===== src/rtl/tbg_regs.svh =====
// constants for the transducer burst generator: timing counts and host register map
// assumes a 25 MHz system clock on both ends
`ifndef TBG_REGS_SVH
`define TBG_REGS_SVH

// ----------------------------------------------------------------
// timing
// ----------------------------------------------------------------
`define TBG_CLK_NS        40
`define TBG_DT_STEP_NS    1000
`define TBG_DT_STEP_CYC   ((`TBG_DT_STEP_NS + `TBG_CLK_NS - 1) / `TBG_CLK_NS)
`define TBG_INT_HALF_NS   400
`define TBG_INT_HALF_CYC  (`TBG_INT_HALF_NS / `TBG_CLK_NS)
`define TBG_DT_OFF        3'h7

// ----------------------------------------------------------------
// host register map (byte offsets) and fields
// ----------------------------------------------------------------
`define TBG_REG_CTRL      4'h0
`define TBG_REG_PERIODS   4'h4
`define TBG_REG_DIV       4'h8
`define TBG_REG_STATUS    4'hC
`define TBG_CTRL_MODE_LSB 0
`define TBG_CTRL_GO_BIT   2
`define TBG_PERIODS_RST   8'h04
`define TBG_DIV_RST       8'h04
`define TBG_LINK_IDLE     3'h3

`endif


===== src/rtl/tbg_pkg.sv =====
// types shared by both ends of the transducer burst link
// assumes the constants header is included where counts are needed
package tbg_pkg;

	// excitation modes, in the order of their two-bit select codes
	typedef enum logic [1:0] {
		TBG_MODE_SW,
		TBG_MODE_PIN,
		TBG_MODE_DIRECT,
		TBG_MODE_SINGLE
	} tbg_mode_t;

	// device burst sequencer
	typedef enum logic [2:0] {
		TBG_ST_IDLE,
		TBG_ST_ENABLED,
		TBG_ST_BURST,
		TBG_ST_BLANK,
		TBG_ST_REARM
	} tbg_dev_state_t;

	// host clock sequencer
	typedef enum logic [2:0] {
		TBG_HS_IDLE,
		TBG_HS_LEAD,
		TBG_HS_LOW,
		TBG_HS_HIGH,
		TBG_HS_TAIL
	} tbg_host_state_t;

endpackage : tbg_pkg


===== src/rtl/tbg_link_if.sv =====
// link between the burst controller and the burst device
// assumes the bench joins one controller and one device on it
`timescale 1ns/100ps

interface tbg_link_if;
	logic ctrl_pin_a;   // controller drive pin a
	logic ctrl_pin_b;   // controller drive pin b, burst clock
	logic sw_trigger;   // serial trigger bit as a level
	logic bridge_out_p; // bridge output p
	logic bridge_out_n; // bridge output n

	modport dev (
		input  ctrl_pin_a,
		input  ctrl_pin_b,
		input  sw_trigger,
		output bridge_out_p,
		output bridge_out_n
	);

	modport host (
		output ctrl_pin_a,
		output ctrl_pin_b,
		output sw_trigger,
		input  bridge_out_p,
		input  bridge_out_n
	);
endinterface : tbg_link_if


===== src/rtl/tbg_sync.sv =====
// two-flop level synchroniser, one per bit
// assumes inputs are asynchronous levels; the first stage feeds only the second
`timescale 1ns/100ps

module tbg_sync #(
	parameter int           WIDTH = 1,
	parameter logic [WIDTH-1:0] RST_VAL = '0
) (
	input  wire logic             clk,
	input  wire logic             rst,
	input  wire logic [WIDTH-1:0] d,
	output logic      [WIDTH-1:0] q
);
	logic [WIDTH-1:0] meta_ff;

	// ----------------------------------------------------------------
	// synchroniser stages
	// ----------------------------------------------------------------
	genvar gi;
	generate
		for (gi = 0; gi < WIDTH; gi++) begin : g_bit
			// two stages, only the second reads the first
			always_ff @(posedge clk) begin
				if (rst) begin
					meta_ff[gi] <= RST_VAL[gi];
					q[gi]       <= RST_VAL[gi];
				end else begin
					meta_ff[gi] <= d[gi];
					q[gi]       <= meta_ff[gi];
				end
			end
		end
	endgenerate
endmodule : tbg_sync


===== src/rtl/tbg_device.sv =====
// burst generator device end: turns controller pin activity into bridge drive
// assumes pins and trigger arrive asynchronously; configuration inputs are static levels
// Notes on behaviour
// - burst clock from pins, mode picks behaviour
// - enable first, start at next falling edge; mode 3 does both on one b fall
// - mode 0: trigger enables, first b fall starts
// - count pulses between b falling edges
// - mode 0 ends on count or trigger low
// - mode 0 rearms on trigger low then high
// - mode 1: a low enables, b fall starts
// - mode 1 ends on count or a high
// - controller keeps pin b high before enable
// - mode 2: any fall enables, a fall starts
// - mode 2 outputs follow pins, count ignored
// - mode 2 both high too long ends burst
// - controller drives pins without overlap
// - mode 3: b fall enables and starts
// - mode 3 blank-out after burst ignores b
// - zero count bursts continuously, not mode 3
// - short count at end sets count fault
// - no toggle within timeout forces stuck fault
// - stuck with short count also count fault
// - stuck flag clears: start, timeout 7, standby
// - count flag clears: start, standby
// - pre-driver mode drives external low-side devices
`timescale 1ns/100ps
`include "tbg_regs.svh"

module tbg_device #(
	parameter int CNT_W   = 6,
	parameter int OVL_CYC = `TBG_INT_HALF_CYC
) (
	input  wire logic              MCLK,
	input  wire logic              RST,
	tbg_link_if.dev                LINK,
	input  wire logic [1:0]        MODE,
	input  wire logic [CNT_W-1:0]  PULSE_CFG,
	input  wire logic [2:0]        DRIVE_TIMEOUT_CFG,
	input  wire logic              PRE_DRIVER,
	input  wire logic              STANDBY,
	output logic                   STUCK_DRIVE_FLAG,
	output logic                   COUNT_FAULT_FLAG,
	output logic                   BURST_ACTIVE
);
	localparam logic [7:0] DT_STEP = 8'(`TBG_DT_STEP_CYC);
	localparam logic [7:0] OVL_LIM = 8'(OVL_CYC);

	tbg_pkg::tbg_mode_t      mode;
	tbg_pkg::tbg_dev_state_t state_ff;
	tbg_pkg::tbg_dev_state_t nxt_state;
	logic [2:0]              pins_s;
	logic [2:0]              prev_ff;
	logic [CNT_W-1:0]        count_ff;
	logic [CNT_W-1:0]        target;
	logic [7:0]              timer_ff;
	logic [7:0]              ovl_ff;
	logic [7:0]              dt_lim;
	logic                    a_s;
	logic                    b_s;
	logic                    trig_s;
	logic                    a_fall;
	logic                    a_rise;
	logic                    b_fall;
	logic                    toggle;
	logic                    counted;
	logic                    count_hit;
	logic                    reached;
	logic                    start;
	logic                    end_ext;
	logic                    end_stuck;
	logic                    dt_on;
	logic                    out_p_ff;
	logic                    out_n_ff;

	assign mode = tbg_pkg::tbg_mode_t'(MODE);

	// ----------------------------------------------------------------
	// pin capture and edge detection
	// ----------------------------------------------------------------
	// pins idle high through pull-ups, trigger idles low
	tbg_sync #(
		.WIDTH   (3),
		.RST_VAL (`TBG_LINK_IDLE)
	) u_sync (
		.clk (MCLK),
		.rst (RST),
		.d   ({LINK.sw_trigger, LINK.ctrl_pin_b, LINK.ctrl_pin_a}),
		.q   (pins_s)
	);

	// previous synchronised levels for edge finding
	always_ff @(posedge MCLK) begin
		if (RST) begin
			prev_ff <= `TBG_LINK_IDLE;
		end else begin
			prev_ff <= pins_s;
		end
	end

	assign a_s    = pins_s[0];
	assign b_s    = pins_s[1];
	assign trig_s = pins_s[2];
	assign a_fall = prev_ff[0] & ~a_s;
	assign a_rise = ~prev_ff[0] & a_s;
	assign b_fall = prev_ff[1] & ~b_s;
	// mode 2 watches both pins, the others only the clock pin
	assign toggle = (mode == tbg_pkg::TBG_MODE_DIRECT) ? |(prev_ff[1:0] ^ pins_s[1:0])
	                                                   : (prev_ff[1] ^ b_s);

	// ----------------------------------------------------------------
	// pulse target, timeout limit and end conditions
	// ----------------------------------------------------------------
	assign counted = (mode != tbg_pkg::TBG_MODE_DIRECT);
	// a zero count in mode 3 cannot run forever, it sends one pulse
	assign target  = (PULSE_CFG == '0 && mode == tbg_pkg::TBG_MODE_SINGLE) ? CNT_W'(1)
	                                                                       : PULSE_CFG;
	assign count_hit = counted && target != '0 && b_fall
	                   && (count_ff + CNT_W'(1)) == target;
	assign reached = (target == '0) || (count_ff >= target);
	assign dt_on   = (DRIVE_TIMEOUT_CFG != `TBG_DT_OFF);
	assign dt_lim  = 8'({5'h00, DRIVE_TIMEOUT_CFG} + 8'h01) * DT_STEP;
	assign end_stuck = (state_ff == tbg_pkg::TBG_ST_BURST) && dt_on
	                   && !toggle && timer_ff >= dt_lim;

	// early ends signalled by software or pins
	always_comb begin
		end_ext = 1'b0;
		if (state_ff == tbg_pkg::TBG_ST_BURST) begin
			case (mode)
				tbg_pkg::TBG_MODE_SW:     end_ext = !trig_s;
				tbg_pkg::TBG_MODE_PIN:    end_ext = a_rise || a_s;
				tbg_pkg::TBG_MODE_DIRECT: end_ext = a_s && b_s && ovl_ff >= OVL_LIM;
				default:                  end_ext = 1'b0;
			endcase
		end
	end

	// ----------------------------------------------------------------
	// sequencer
	// ----------------------------------------------------------------
	// next state; start is the burst's first edge
	always_comb begin
		nxt_state = state_ff;
		start     = 1'b0;
		case (state_ff)
			tbg_pkg::TBG_ST_IDLE: begin
				case (mode)
					tbg_pkg::TBG_MODE_SW:
						if (trig_s) nxt_state = tbg_pkg::TBG_ST_ENABLED;
					tbg_pkg::TBG_MODE_PIN:
						if (a_fall) nxt_state = tbg_pkg::TBG_ST_ENABLED;
					tbg_pkg::TBG_MODE_DIRECT:
						if (a_fall || b_fall) nxt_state = tbg_pkg::TBG_ST_ENABLED;
					default:
						if (b_fall) begin
							nxt_state = tbg_pkg::TBG_ST_BURST;
							start     = 1'b1;
						end
				endcase
			end
			tbg_pkg::TBG_ST_ENABLED: begin
				if ((mode == tbg_pkg::TBG_MODE_SW && !trig_s)
				    || (mode == tbg_pkg::TBG_MODE_PIN && a_s)) begin
					nxt_state = tbg_pkg::TBG_ST_IDLE;
				end else if (mode == tbg_pkg::TBG_MODE_DIRECT ? a_fall : b_fall) begin
					nxt_state = tbg_pkg::TBG_ST_BURST;
					start     = 1'b1;
				end
			end
			tbg_pkg::TBG_ST_BURST: begin
				if (end_ext || end_stuck || count_hit) begin
					case (mode)
						tbg_pkg::TBG_MODE_SINGLE: nxt_state = tbg_pkg::TBG_ST_BLANK;
						tbg_pkg::TBG_MODE_DIRECT: nxt_state = tbg_pkg::TBG_ST_IDLE;
						default:                  nxt_state = tbg_pkg::TBG_ST_REARM;
					endcase
				end
			end
			tbg_pkg::TBG_ST_BLANK: begin
				if (timer_ff >= (dt_on ? dt_lim : DT_STEP)) begin
					nxt_state = tbg_pkg::TBG_ST_IDLE;
				end
			end
			tbg_pkg::TBG_ST_REARM: begin
				// the enabling level must drop before a new burst is taken
				if ((mode == tbg_pkg::TBG_MODE_SW) ? !trig_s : a_s) begin
					nxt_state = tbg_pkg::TBG_ST_IDLE;
				end
			end
			default: nxt_state = tbg_pkg::TBG_ST_IDLE;
		endcase
		if (STANDBY) begin
			nxt_state = tbg_pkg::TBG_ST_IDLE;
			start     = 1'b0;
		end
	end

	always_ff @(posedge MCLK) begin
		if (RST) begin
			state_ff <= tbg_pkg::TBG_ST_IDLE;
		end else begin
			state_ff <= nxt_state;
		end
	end

	// pulse counter, one per falling-to-falling interval on pin b
	always_ff @(posedge MCLK) begin
		if (RST || start) begin
			count_ff <= '0;
		end else if (state_ff == tbg_pkg::TBG_ST_BURST && counted && b_fall
		             && count_ff != '1) begin
			count_ff <= count_ff + CNT_W'(1);
		end
	end

	// shared timer: time since last toggle in a burst, blank-out after it
	always_ff @(posedge MCLK) begin
		if (RST || start || nxt_state != state_ff
		    || (state_ff == tbg_pkg::TBG_ST_BURST && toggle)) begin
			timer_ff <= 8'h00;
		end else if (timer_ff != 8'hFF) begin
			timer_ff <= timer_ff + 8'h01;
		end
	end

	// overlap timer: both pins high inside a burst of any mode, read only in mode 2
	always_ff @(posedge MCLK) begin
		if (RST || !(a_s && b_s) || state_ff != tbg_pkg::TBG_ST_BURST) begin
			ovl_ff <= 8'h00;
		end else if (ovl_ff != 8'hFF) begin
			ovl_ff <= ovl_ff + 8'h01;
		end
	end

	// ----------------------------------------------------------------
	// fault flags: a set in the clearing cycle wins
	// ----------------------------------------------------------------
	always_ff @(posedge MCLK) begin
		if (RST) begin
			STUCK_DRIVE_FLAG <= 1'b0;
		end else if (end_stuck) begin
			STUCK_DRIVE_FLAG <= 1'b1;
		end else if (start || !dt_on || STANDBY) begin
			STUCK_DRIVE_FLAG <= 1'b0;
		end
	end

	always_ff @(posedge MCLK) begin
		if (RST) begin
			COUNT_FAULT_FLAG <= 1'b0;
		end else if (counted && !reached && (end_ext || end_stuck)) begin
			COUNT_FAULT_FLAG <= 1'b1;
		end else if (start || STANDBY) begin
			COUNT_FAULT_FLAG <= 1'b0;
		end
	end

	// ----------------------------------------------------------------
	// bridge drive
	// ----------------------------------------------------------------
	// lookup {p, n}; pre-driver swaps phases for the external low-side pair
	function automatic logic [1:0] drive_lut(input tbg_pkg::tbg_mode_t m, input logic pre,
	                                         input logic a, input logic b);
		logic [1:0] v;
		v = (m == tbg_pkg::TBG_MODE_DIRECT) ? {~a, ~b} : {~b, b};
		drive_lut = pre ? {v[0], v[1]} : v;
	endfunction : drive_lut

	// outputs rest low, bridge off, whenever no burst runs
	always_ff @(posedge MCLK) begin
		if (RST || nxt_state != tbg_pkg::TBG_ST_BURST) begin
			{out_p_ff, out_n_ff} <= 2'h0;
		end else begin
			{out_p_ff, out_n_ff} <= drive_lut(mode, PRE_DRIVER, a_s, b_s);
		end
	end

	always_ff @(posedge MCLK) begin
		if (RST) begin
			BURST_ACTIVE <= 1'b0;
		end else begin
			BURST_ACTIVE <= (nxt_state == tbg_pkg::TBG_ST_BURST);
		end
	end

	assign LINK.bridge_out_p = out_p_ff;
	assign LINK.bridge_out_n = out_n_ff;
endmodule : tbg_device


===== src/flat_wrapper.sv =====
// flat-port wrapper written by rule: the top's interface ports become plain ports
module tbg_device_flat 
#(
	parameter int CNT_W   = 6,
	parameter int OVL_CYC = `TBG_INT_HALF_CYC
)
  (MCLK, RST, MODE, PULSE_CFG, DRIVE_TIMEOUT_CFG, PRE_DRIVER, STANDBY, STUCK_DRIVE_FLAG, COUNT_FAULT_FLAG, BURST_ACTIVE, LINK_ctrl_pin_a, LINK_ctrl_pin_b, LINK_sw_trigger, LINK_bridge_out_p, LINK_bridge_out_n);
  tbg_link_if LINK_i ();
  input  wire logic MCLK;
  input  wire logic RST;
  input  wire logic [1:0] MODE;
  input  wire logic [CNT_W-1:0] PULSE_CFG;
  input  wire logic [2:0] DRIVE_TIMEOUT_CFG;
  input  wire logic PRE_DRIVER;
  input  wire logic STANDBY;
  output logic STUCK_DRIVE_FLAG;
  output logic COUNT_FAULT_FLAG;
  output logic BURST_ACTIVE;
  input wire logic [$bits(LINK_i.ctrl_pin_a)-1:0] LINK_ctrl_pin_a;
  input wire logic [$bits(LINK_i.ctrl_pin_b)-1:0] LINK_ctrl_pin_b;
  input wire logic [$bits(LINK_i.sw_trigger)-1:0] LINK_sw_trigger;
  output wire logic [$bits(LINK_i.bridge_out_p)-1:0] LINK_bridge_out_p;
  output wire logic [$bits(LINK_i.bridge_out_n)-1:0] LINK_bridge_out_n;
  assign LINK_i.ctrl_pin_a = LINK_ctrl_pin_a;
  assign LINK_i.ctrl_pin_b = LINK_ctrl_pin_b;
  assign LINK_i.sw_trigger = LINK_sw_trigger;
  assign LINK_bridge_out_p = LINK_i.bridge_out_p;
  assign LINK_bridge_out_n = LINK_i.bridge_out_n;
  tbg_device #(.CNT_W(CNT_W), .OVL_CYC(OVL_CYC)) u_core (.MCLK(MCLK), .RST(RST), .LINK(LINK_i), .MODE(MODE), .PULSE_CFG(PULSE_CFG), .DRIVE_TIMEOUT_CFG(DRIVE_TIMEOUT_CFG), .PRE_DRIVER(PRE_DRIVER), .STANDBY(STANDBY), .STUCK_DRIVE_FLAG(STUCK_DRIVE_FLAG), .COUNT_FAULT_FLAG(COUNT_FAULT_FLAG), .BURST_ACTIVE(BURST_ACTIVE));
endmodule

===== config.mk =====
export PLATFORM = sky130hd
export DESIGN_NAME = tbg_device_flat
export DESIGN_NICKNAME = d
export VERILOG_FILES = /design/src/rtl/tbg_pkg.sv /design/src/rtl/tbg_link_if.sv /design/src/rtl/tbg_sync.sv /design/src/rtl/tbg_device.sv /design/src/flat_wrapper.sv
export VERILOG_INCLUDE_DIRS = /design/src /design/src/rtl
export SDC_FILE = /design/constraint.sdc
export NUM_CORES = 1
export LEC_CHECK = 0
export ABC_AREA = 1
export BUFFER_PORTS_ARGS = -buffer_cell sky130_fd_sc_hd__clkbuf_2
export CAP_MARGIN = 30
export CELL_PAD_IN_SITES_DETAIL_PLACEMENT = 2
export CELL_PAD_IN_SITES_GLOBAL_PLACEMENT = 2
export CORE_AREA = 4 4 109 85
export CTS_CLUSTER_SIZE = 40
export DETAILED_ROUTE_END_ITERATION = 8
export DIE_AREA = 0 0 113 89
export PLACE_DENSITY = 0.86
export SLEW_MARGIN = 5
export SYNTH_ARGS = -nofsm -noshare
export SYNTH_HDL_FRONTEND = slang
export SYNTH_SLANG_ARGS = --single-unit
export TNS_END_PERCENT = 50

===== constraint.sdc =====
create_clock -name MCLK -period 9.1 [get_ports MCLK]
set_input_delay 1.82 -clock MCLK [delete_from_list [all_inputs] [get_ports MCLK]]
set_output_delay 1.82 -clock MCLK [all_outputs]
set_load 0.02 [all_outputs]

==> results by group, run 1 <==
Clocking
  – Post-CTS resize count: 0
  – Sink Count: 38
  – Num CTS Buffers: 5
  – Max Buffers Root-to-Sink: 2
  – CTS tree: yes
  – Post-CTS Setup Inserts: 0
  – Reg clk slew, reported paths: 0.08 ns
  – Clk root buf: clkbuf_8
  – Htree depth: 2
  – CTS Hold Bufs: 0
  – Skew-Pair Late Insertion Delay: 0.29 ns

Synth
  – Synth unique cells: 40
  – Net Count, Synth: 483
  – Number of synthesized flops with an enable pin: 0
  – Share of the synthesized area in the top cell type: 26.2%
  – Synth area leaders: dfxtp_1, ha_1, nand2_1, inv_1, nand3_1
  – Seq/Total Area, Yosys: 26.2%
  – Synth Warn #: 0
  – Cell Area, Synth: 2910 sq um
  – Post-synthesis cell count: 428
  – Asr flop ratio synth: 0%
  – Synth cell count leaders: nand2_1, inv_1, dfxtp_1
  – Syn avg cell area: 6.79 sq um
  – Ys flop type: dfxtp_1
  – Biggest area consumer among synthesized cells: dfxtp_1
  – Most common cell in the netlist: nand2_1
  – Synth Register Bits: 38

Power and ir drop
  – Internal power: 291 uW
  – P_leak: 0.00163 uW
  – Logic pwr share: 22.1%
  – Switching power: 123 uW
  – Maximum VDD drop: 0.0772 mV
  – Flop pwr share: 41.9%
  – Net Sw Frac: 29.6%
  – Clock network power share: 36.0%
  – Power density over the cells: 127 nW/um^2

Routing
  – Routed WL: 9680 microns
  – Via density: 5.18
  – Routed via count: 2,914
  – WL per Instance: 17.2 microns
  – Initial drt markers: 122
  – DRT antenna net count: 0
  – DRC Markers: 0
  – 1st-pass router iterations: 4

Floorplan
  – Num ports: 23
  – # rows: 29
  – Chip width: 113 microns
  – Die area: 10,100 sq um
  – Die height: 89 microns
  – Starting Density: 35.3%
  – Core Region: 8240 sq um

Timing
  – RSZ-0062 raised after global routing: false
  – Count of final setup violators: 0
  – Final period util: 59.3%
  – Layout Skew: 0.00621 ns
  – Slew headroom: 48.9%
  – Final Hold Fails: 0
  – Setup TNS: 0 ns
  – Max frequency: 185 MHz
  – Max Slew Vio Count: 0
  – Measured slew at the worst slew-check pin: 0.760 ns
  – Final setup margin: 3.70 ns
  – Final Critical Period: 5.40 ns

Place
  – Post-DP HPWL: 7680 microns
  – Port-buffer cells: 22
  – Place WS: 3.48 ns
  – RePlAce Congestion: 0.821

Hold path
  – Hold Path Class: flop to flop
  – Hold Crit Start: u_core.u_sync.meta_ff[2]
  – Hold Path Depth: 2
  – Worst-case hold path end point: u_core.u_sync.q[2]

Cells and area
  – Ant diodes: 0
  – Layout area overhead: 12.0%
  – Post-Route Utilization: 39.5%
  – Layout cells sized above 1: 12.5%
  – Final #Nets: 510
  – Fillers: 995

Critical path
  – Startpoint Class: input port
  – WP data required: 9.29 ns
  – RR Startpoint: u_core.count_ff[0]
  – R2R cell count: 15
  – Kind of critical path: input port to flop
  – Worst setup path startpoint: DRIVE_TIMEOUT_CFG[0]
  – FF-to-FF setup slack: 6.51 ns
  – CP max FO: 8
  – RR Endpoint: u_core.timer_ff[6]
  – CP Capture Type: flop
  – Critical path arrival: 5.59 ns

Global routing
  – Initial antenna violation count: 0
  – Total track usage: 20.4%
  – First-pass GRT wire length: 16,300 microns
  – GRT overflow: 0
  – Vias in the first global route: 3,182
  – Largest net degree at the start of global routing: 14

Status
  – Status: complete, no violations

Run
  – Max Cap Violations: 0
[metrics by stage]
step	std cells	instance area, sq um	hold slack (ns)	power (uW)
floorplan	428	2910	0.388	237
global placement	555	3140	0.390	259
detailed placement	556	3140	0.405	267
CTS	563	3250	0.417	417
global route	563	3250	0.447	442
finish	563	3250	0.415	414
[cells in the final DEF (no fill, tap or decap), types with 5 or more instances in the layout]
master / n
clkbuf_2: 22
nor2_1: 37
ha_1: 36
dfxtp_1: 38
clkbuf_8: 6
or2_2: 12
xor2_1: 9
o21ai_0: 10
nand2_1: 94
inv_1: 74
nand4_1: 7
a21oi_1: 21
nand3_1: 29
a31oi_1: 5
nor3_1: 16
[kinds of logic after synthesis]
group / Yosys count / synth area share (%)
simple gates: 211 / 33.2
flops: 38 / 26.2
xor+xnor: 11 / 3.32
fa+ha+maj: 37 / 16.2
mux: 1 / 0.345
other cells: 1 / 0.129
buf+inv: 79 / 10.3
compound gates: 50 / 10.3
[power groups by stage]
stage	Combinational, uW	Sequential [uW]	Clock, uW
final	91.6	173	149
after detailed placement	90.3	177	0
after floorplan	60.9	176	0
after global routing	105	174	163
after global placement	82.6	177	0
after CTS	92.4	173	152
[worst max-delay path: stages]
cell and delay (ns):
clkbuf_2 0.12, ha_1 0.24, ha_1 0.29, inv_1 0.10, ha_1 0.29, inv_1 0.04, ha_1 0.31, nand2_1 0.07
nand2_1 0.06, or2_2 0.30, nand2_1 0.09, ha_1 0.25, nand2_1 0.09, inv_1 0.04, nor3_1 0.21, nand3_1 0.14
nand2_1 0.15, nand3_2 0.14, nand2_1 0.09, nand2_1 0.07, nand2_1 0.07, nand2_1 0.08, nand2_1 0.10, nand3_2 0.18
nor3_1 0.25
[flip-flops by register name, indices dropped and copies added (netlist names)]
name,flops
u_core.BURST_ACTIVE,1
u_core.COUNT_FAULT_FLAG,1
u_core.LINK.bridge_out_n,1
u_core.LINK.bridge_out_p,1
u_core.STUCK_DRIVE_FLAG,1
u_core.count_ff,6
u_core.ovl_ff,8
u_core.prev_ff,2
u_core.state_ff,3
u_core.timer_ff,8
u_core.u_sync.meta_ff,3
u_core.u_sync.q,3
[worst max path at each step]
stage / endpoint
2_1_floorplan: u_core.timer_ff[0]
3_3_place_gp: u_core.timer_ff[7]
3_5_place_dp: u_core.timer_ff[6]
4_1_cts: u_core.timer_ff[6]
5_1_grt: u_core.timer_ff[6]
6_report: u_core.timer_ff[6]
[cell type report]
class	instances	area [sq um]	area share, %
Timing Repair Buffer	23	115	3.54
Sequential cell	38	761	23.4
Clock inverter	1	30.0	0.923
Clock buffer	6	82.6	2.54
Multi-Input combinational cell	311	1840	56.7
Tap cell	108	135	4.15
Inverter	76	285	8.77
[layer usage]
layer / part of all wire, % / GRT usage [%] / routed length [microns] / vias up
li1: - / - / - / 1433
met1: 49 / 26.7 / 4750 / 1450
met2: 48 / 36.7 / 4660 / 25
met3: 2.2 / 2.98 / 214 / 6
met4: 0.59 / 3.17 / 57 / 0
met5: 0 / 0 / 0 / -
No activity file was read; power rests on OpenSTA's default activity.
==> inputs of run 2 (changes only) <==
Settings changed: CORE_AREA 4 4 109 85 to 4 4 117 91, DIE_AREA 0 0 113 89 to 0 0 121 95, PLACE_DENSITY 0.86 to 0.79.
Clock period 9.1 ns to 4.74 ns, I/O delays scaled along.
==> run 2 against run 1 <==
Net effect:
- combinational power increased by 87%
- wire length decreased by 7.3%
- clock skew about the same
- design area increased by 3.5%
- clock power increased to 3.0 times the previous value
- largest power group is now the clock network
==> results by group, run 2 (same netlist as run 1, synthesis figures left out) <==
Status
  – Status: complete, no violations

Timing
  – Max Slew Vio Count: 0 (unchanged)
  – Final Hold Fails: 0 (unchanged)
  – Count of final setup violators: 0 (unchanged)
  – Measured slew at the worst slew-check pin: 0.764 ns (+0.00452 ns)
  – Layout Skew: 0.00635 ns (+0.000136 ns)
  – Hold_ws: 0.411 ns (-0.00317 ns)
  – Slew headroom: 48.6% (-0.30 points)
  – RSZ-0062 raised after global routing: true
  – Final period util: 91.4%
  – Final Critical Period: 4.33 ns
  – Max frequency: 231 MHz

Place
  – Placed Area: 3170 sq um (+1.0%)
  – Post-DP HPWL: 7350 microns (-4.3%)
  – RePlAce Congestion: 0.817 (-0.51%)
  – Port-buffer cells: 22 (unchanged)

Power and ir drop
  – Maximum VDD drop: 0.145 mV (+88%)
  – Internal power: 693 uW (+140%)
  – Clock network power share: 46.9% (+11 points)
  – Net Sw Frac: 27.1% (-2.6 points)
  – Power density over the cells: 282 nW/um^2 (+120%)
  – Flop pwr share: 35.0% (-6.9 points)
  – Logic pwr share: 18.0% (-4.1 points)
  – Switching power: 257 uW (+110%)
  – P_leak: 0.00167 uW (+2.4%)

Cells and area
  – Layout area overhead: 15.9%
  – Ant diodes: 0 (unchanged)
  – Most frequent cells in the layout: nand2_1, inv_1, dfxtp_1
  – Fillers: 1,142 (+15%)
  – Final #Nets: 510 (unchanged)
  – Leading cell type in the layout, fill and taps excluded: nand2_1
  – Final instance area: 3370 sq um (+3.5%)
  – Layout cells sized above 1: 12.7% (+0.19 points)
  – Top flop regs: u_core.ovl_ff x8, u_core.timer_ff x8, u_core.count_ff x6

Hold path
  – Hold Path Depth: 2 (unchanged)
  – Hold Crit Start: u_core.u_sync.meta_ff[2]
  – Hold Path Class: flop to flop

Routing
  – Routed via count: 2,868 (-1.6%)
  – WL per Instance: 15.3 microns (-11%)
  – Initial drt markers: 112 (-8.2%)
  – Routed WL: 8980 microns (-7.3%)
  – DRT antenna net count: 0 (unchanged)
  – DRC Markers: 0 (unchanged)
  – 1st-pass router iterations: 4 (unchanged)
  – Via density: 4.88 (-5.8%)

Critical path
  – Top cell by count, worst path: nand2_1
  – CP Capture Type: flop
  – R2R cell count: 15 (unchanged)
  – WP data required: 4.94 ns (-4.35 ns)
  – RR Startpoint: u_core.count_ff[0]
  – Kind of critical path: input port to flop
  – Crit-path slowest cell: ha_1
  – Critical path arrival: 4.53 ns (-1.06 ns)
  – Startpoint Class: input port
  – CP peak stage delay: 0.32 ns (about the same)
  – CP max FO: 8 (unchanged)
  – Worst setup path startpoint: DRIVE_TIMEOUT_CFG[0]

Global routing
  – Vias in the first global route: 3,149 (-1.0%)
  – Initial antenna violation count: 0 (unchanged)
  – First-pass GRT wire length: 15,400 microns (-5.5%)
  – Largest net degree at the start of global routing: 14 (unchanged)
  – Total track usage: 16.8% (-3.6 points)
  – GRT overflow: 0 (unchanged)

Clocking
  – Sink Count: 38 (unchanged)
  – Clk root buf: clkbuf_16
  – Htree depth: 2 (unchanged)
  – Post-CTS resize count: 0 (unchanged)
  – CTS tree: yes
  – Skew-Pair Late Insertion Delay: 0.29 ns (about the same)
  – CTS Hold Bufs: 0 (unchanged)
  – Num CTS Buffers: 5 (unchanged)
  – Post-CTS Setup Inserts: 0 (unchanged)
  – Max Buffers Root-to-Sink: 2 (unchanged)
  – Reg clk slew, reported paths: 0.06 ns (-0.02 ns)

Floorplan
  – Num ports: 23 (unchanged)
  – Die height: 95 microns (+6.7%)
  – Die area: 11,500 sq um (+14%)
  – Starting Density: 30.6% (-4.7 points)
  – Core Region: 9500 sq um (+15%)
  – Chip width: 121 microns (+7.1%)
  – # rows: 31 (+6.9%)

Run
  – Max Cap Violations: 0 (unchanged)
==> run 2: area by class of cell <==
type / instances / area (sq um) / share of cell area (%)
timing repair buffer: 23 / 118 / 3.49
tap: 132 / 165 / 4.91
clock buffer: 5 / 125 / 3.72
clock inverter: 3 / 68.8 / 2.04
inverter: 76 / 285 / 8.47
sequential: 38 / 761 / 22.6
multi-input combinational: 311 / 1840 / 54.8
==> run 2: final timing paths <==
path	end	slack, ns
setup / recovery	u_core.timer_ff[1]	0.41
hold / removal	u_core.u_sync.q[2]	0.41
setup reg to reg	u_core.timer_ff[1]	2.38
hold reg to reg	u_core.u_sync.q[2]	0.41
==> run 2: critical path, delay by kind of cell <==
kind                       cells  cell delay (ns)
adders and majority gates      5             1.35
buffers and inverters          3             0.24
and+or+nand+nor               17             2.00
==> run 2: metrics by stage <==
step           cells  power [uW]  utilization (%)  TNS, ns  worst slack (ns)
6_report         588         950             35.4        0             0.409
5_1_grt          588        1010             35.4  -0.0267           -0.0170
4_1_cts          588         964             35.4        0             0.358
3_5_place_dp     580         511             33.4        0            0.0781
3_3_place_gp     580         500             33.4        0             0.281
2_1_floorplan    428         455                -        0             0.850
==> run 2: routing by layer <==
layer / wire length [microns] / up-vias / track usage [%]
met5: 0 / - / 0
met4: 131 / 0 / 4.62
met3: 288 / 11 / 2.81
met2: 3940 / 34 / 26.6
met1: 4620 / 1393 / 23.7
li1: - / 1430 / -
==> run 2: power groups by stage <==
stage                     clock network (uW)  logic, uW  registers (uW)
after floorplan                            0        117             338
after global placement                     0        160             340
after detailed placement                   0        171             340
after CTS                                457        174             333
after global routing                     474        201             334
final                                    446        171             333
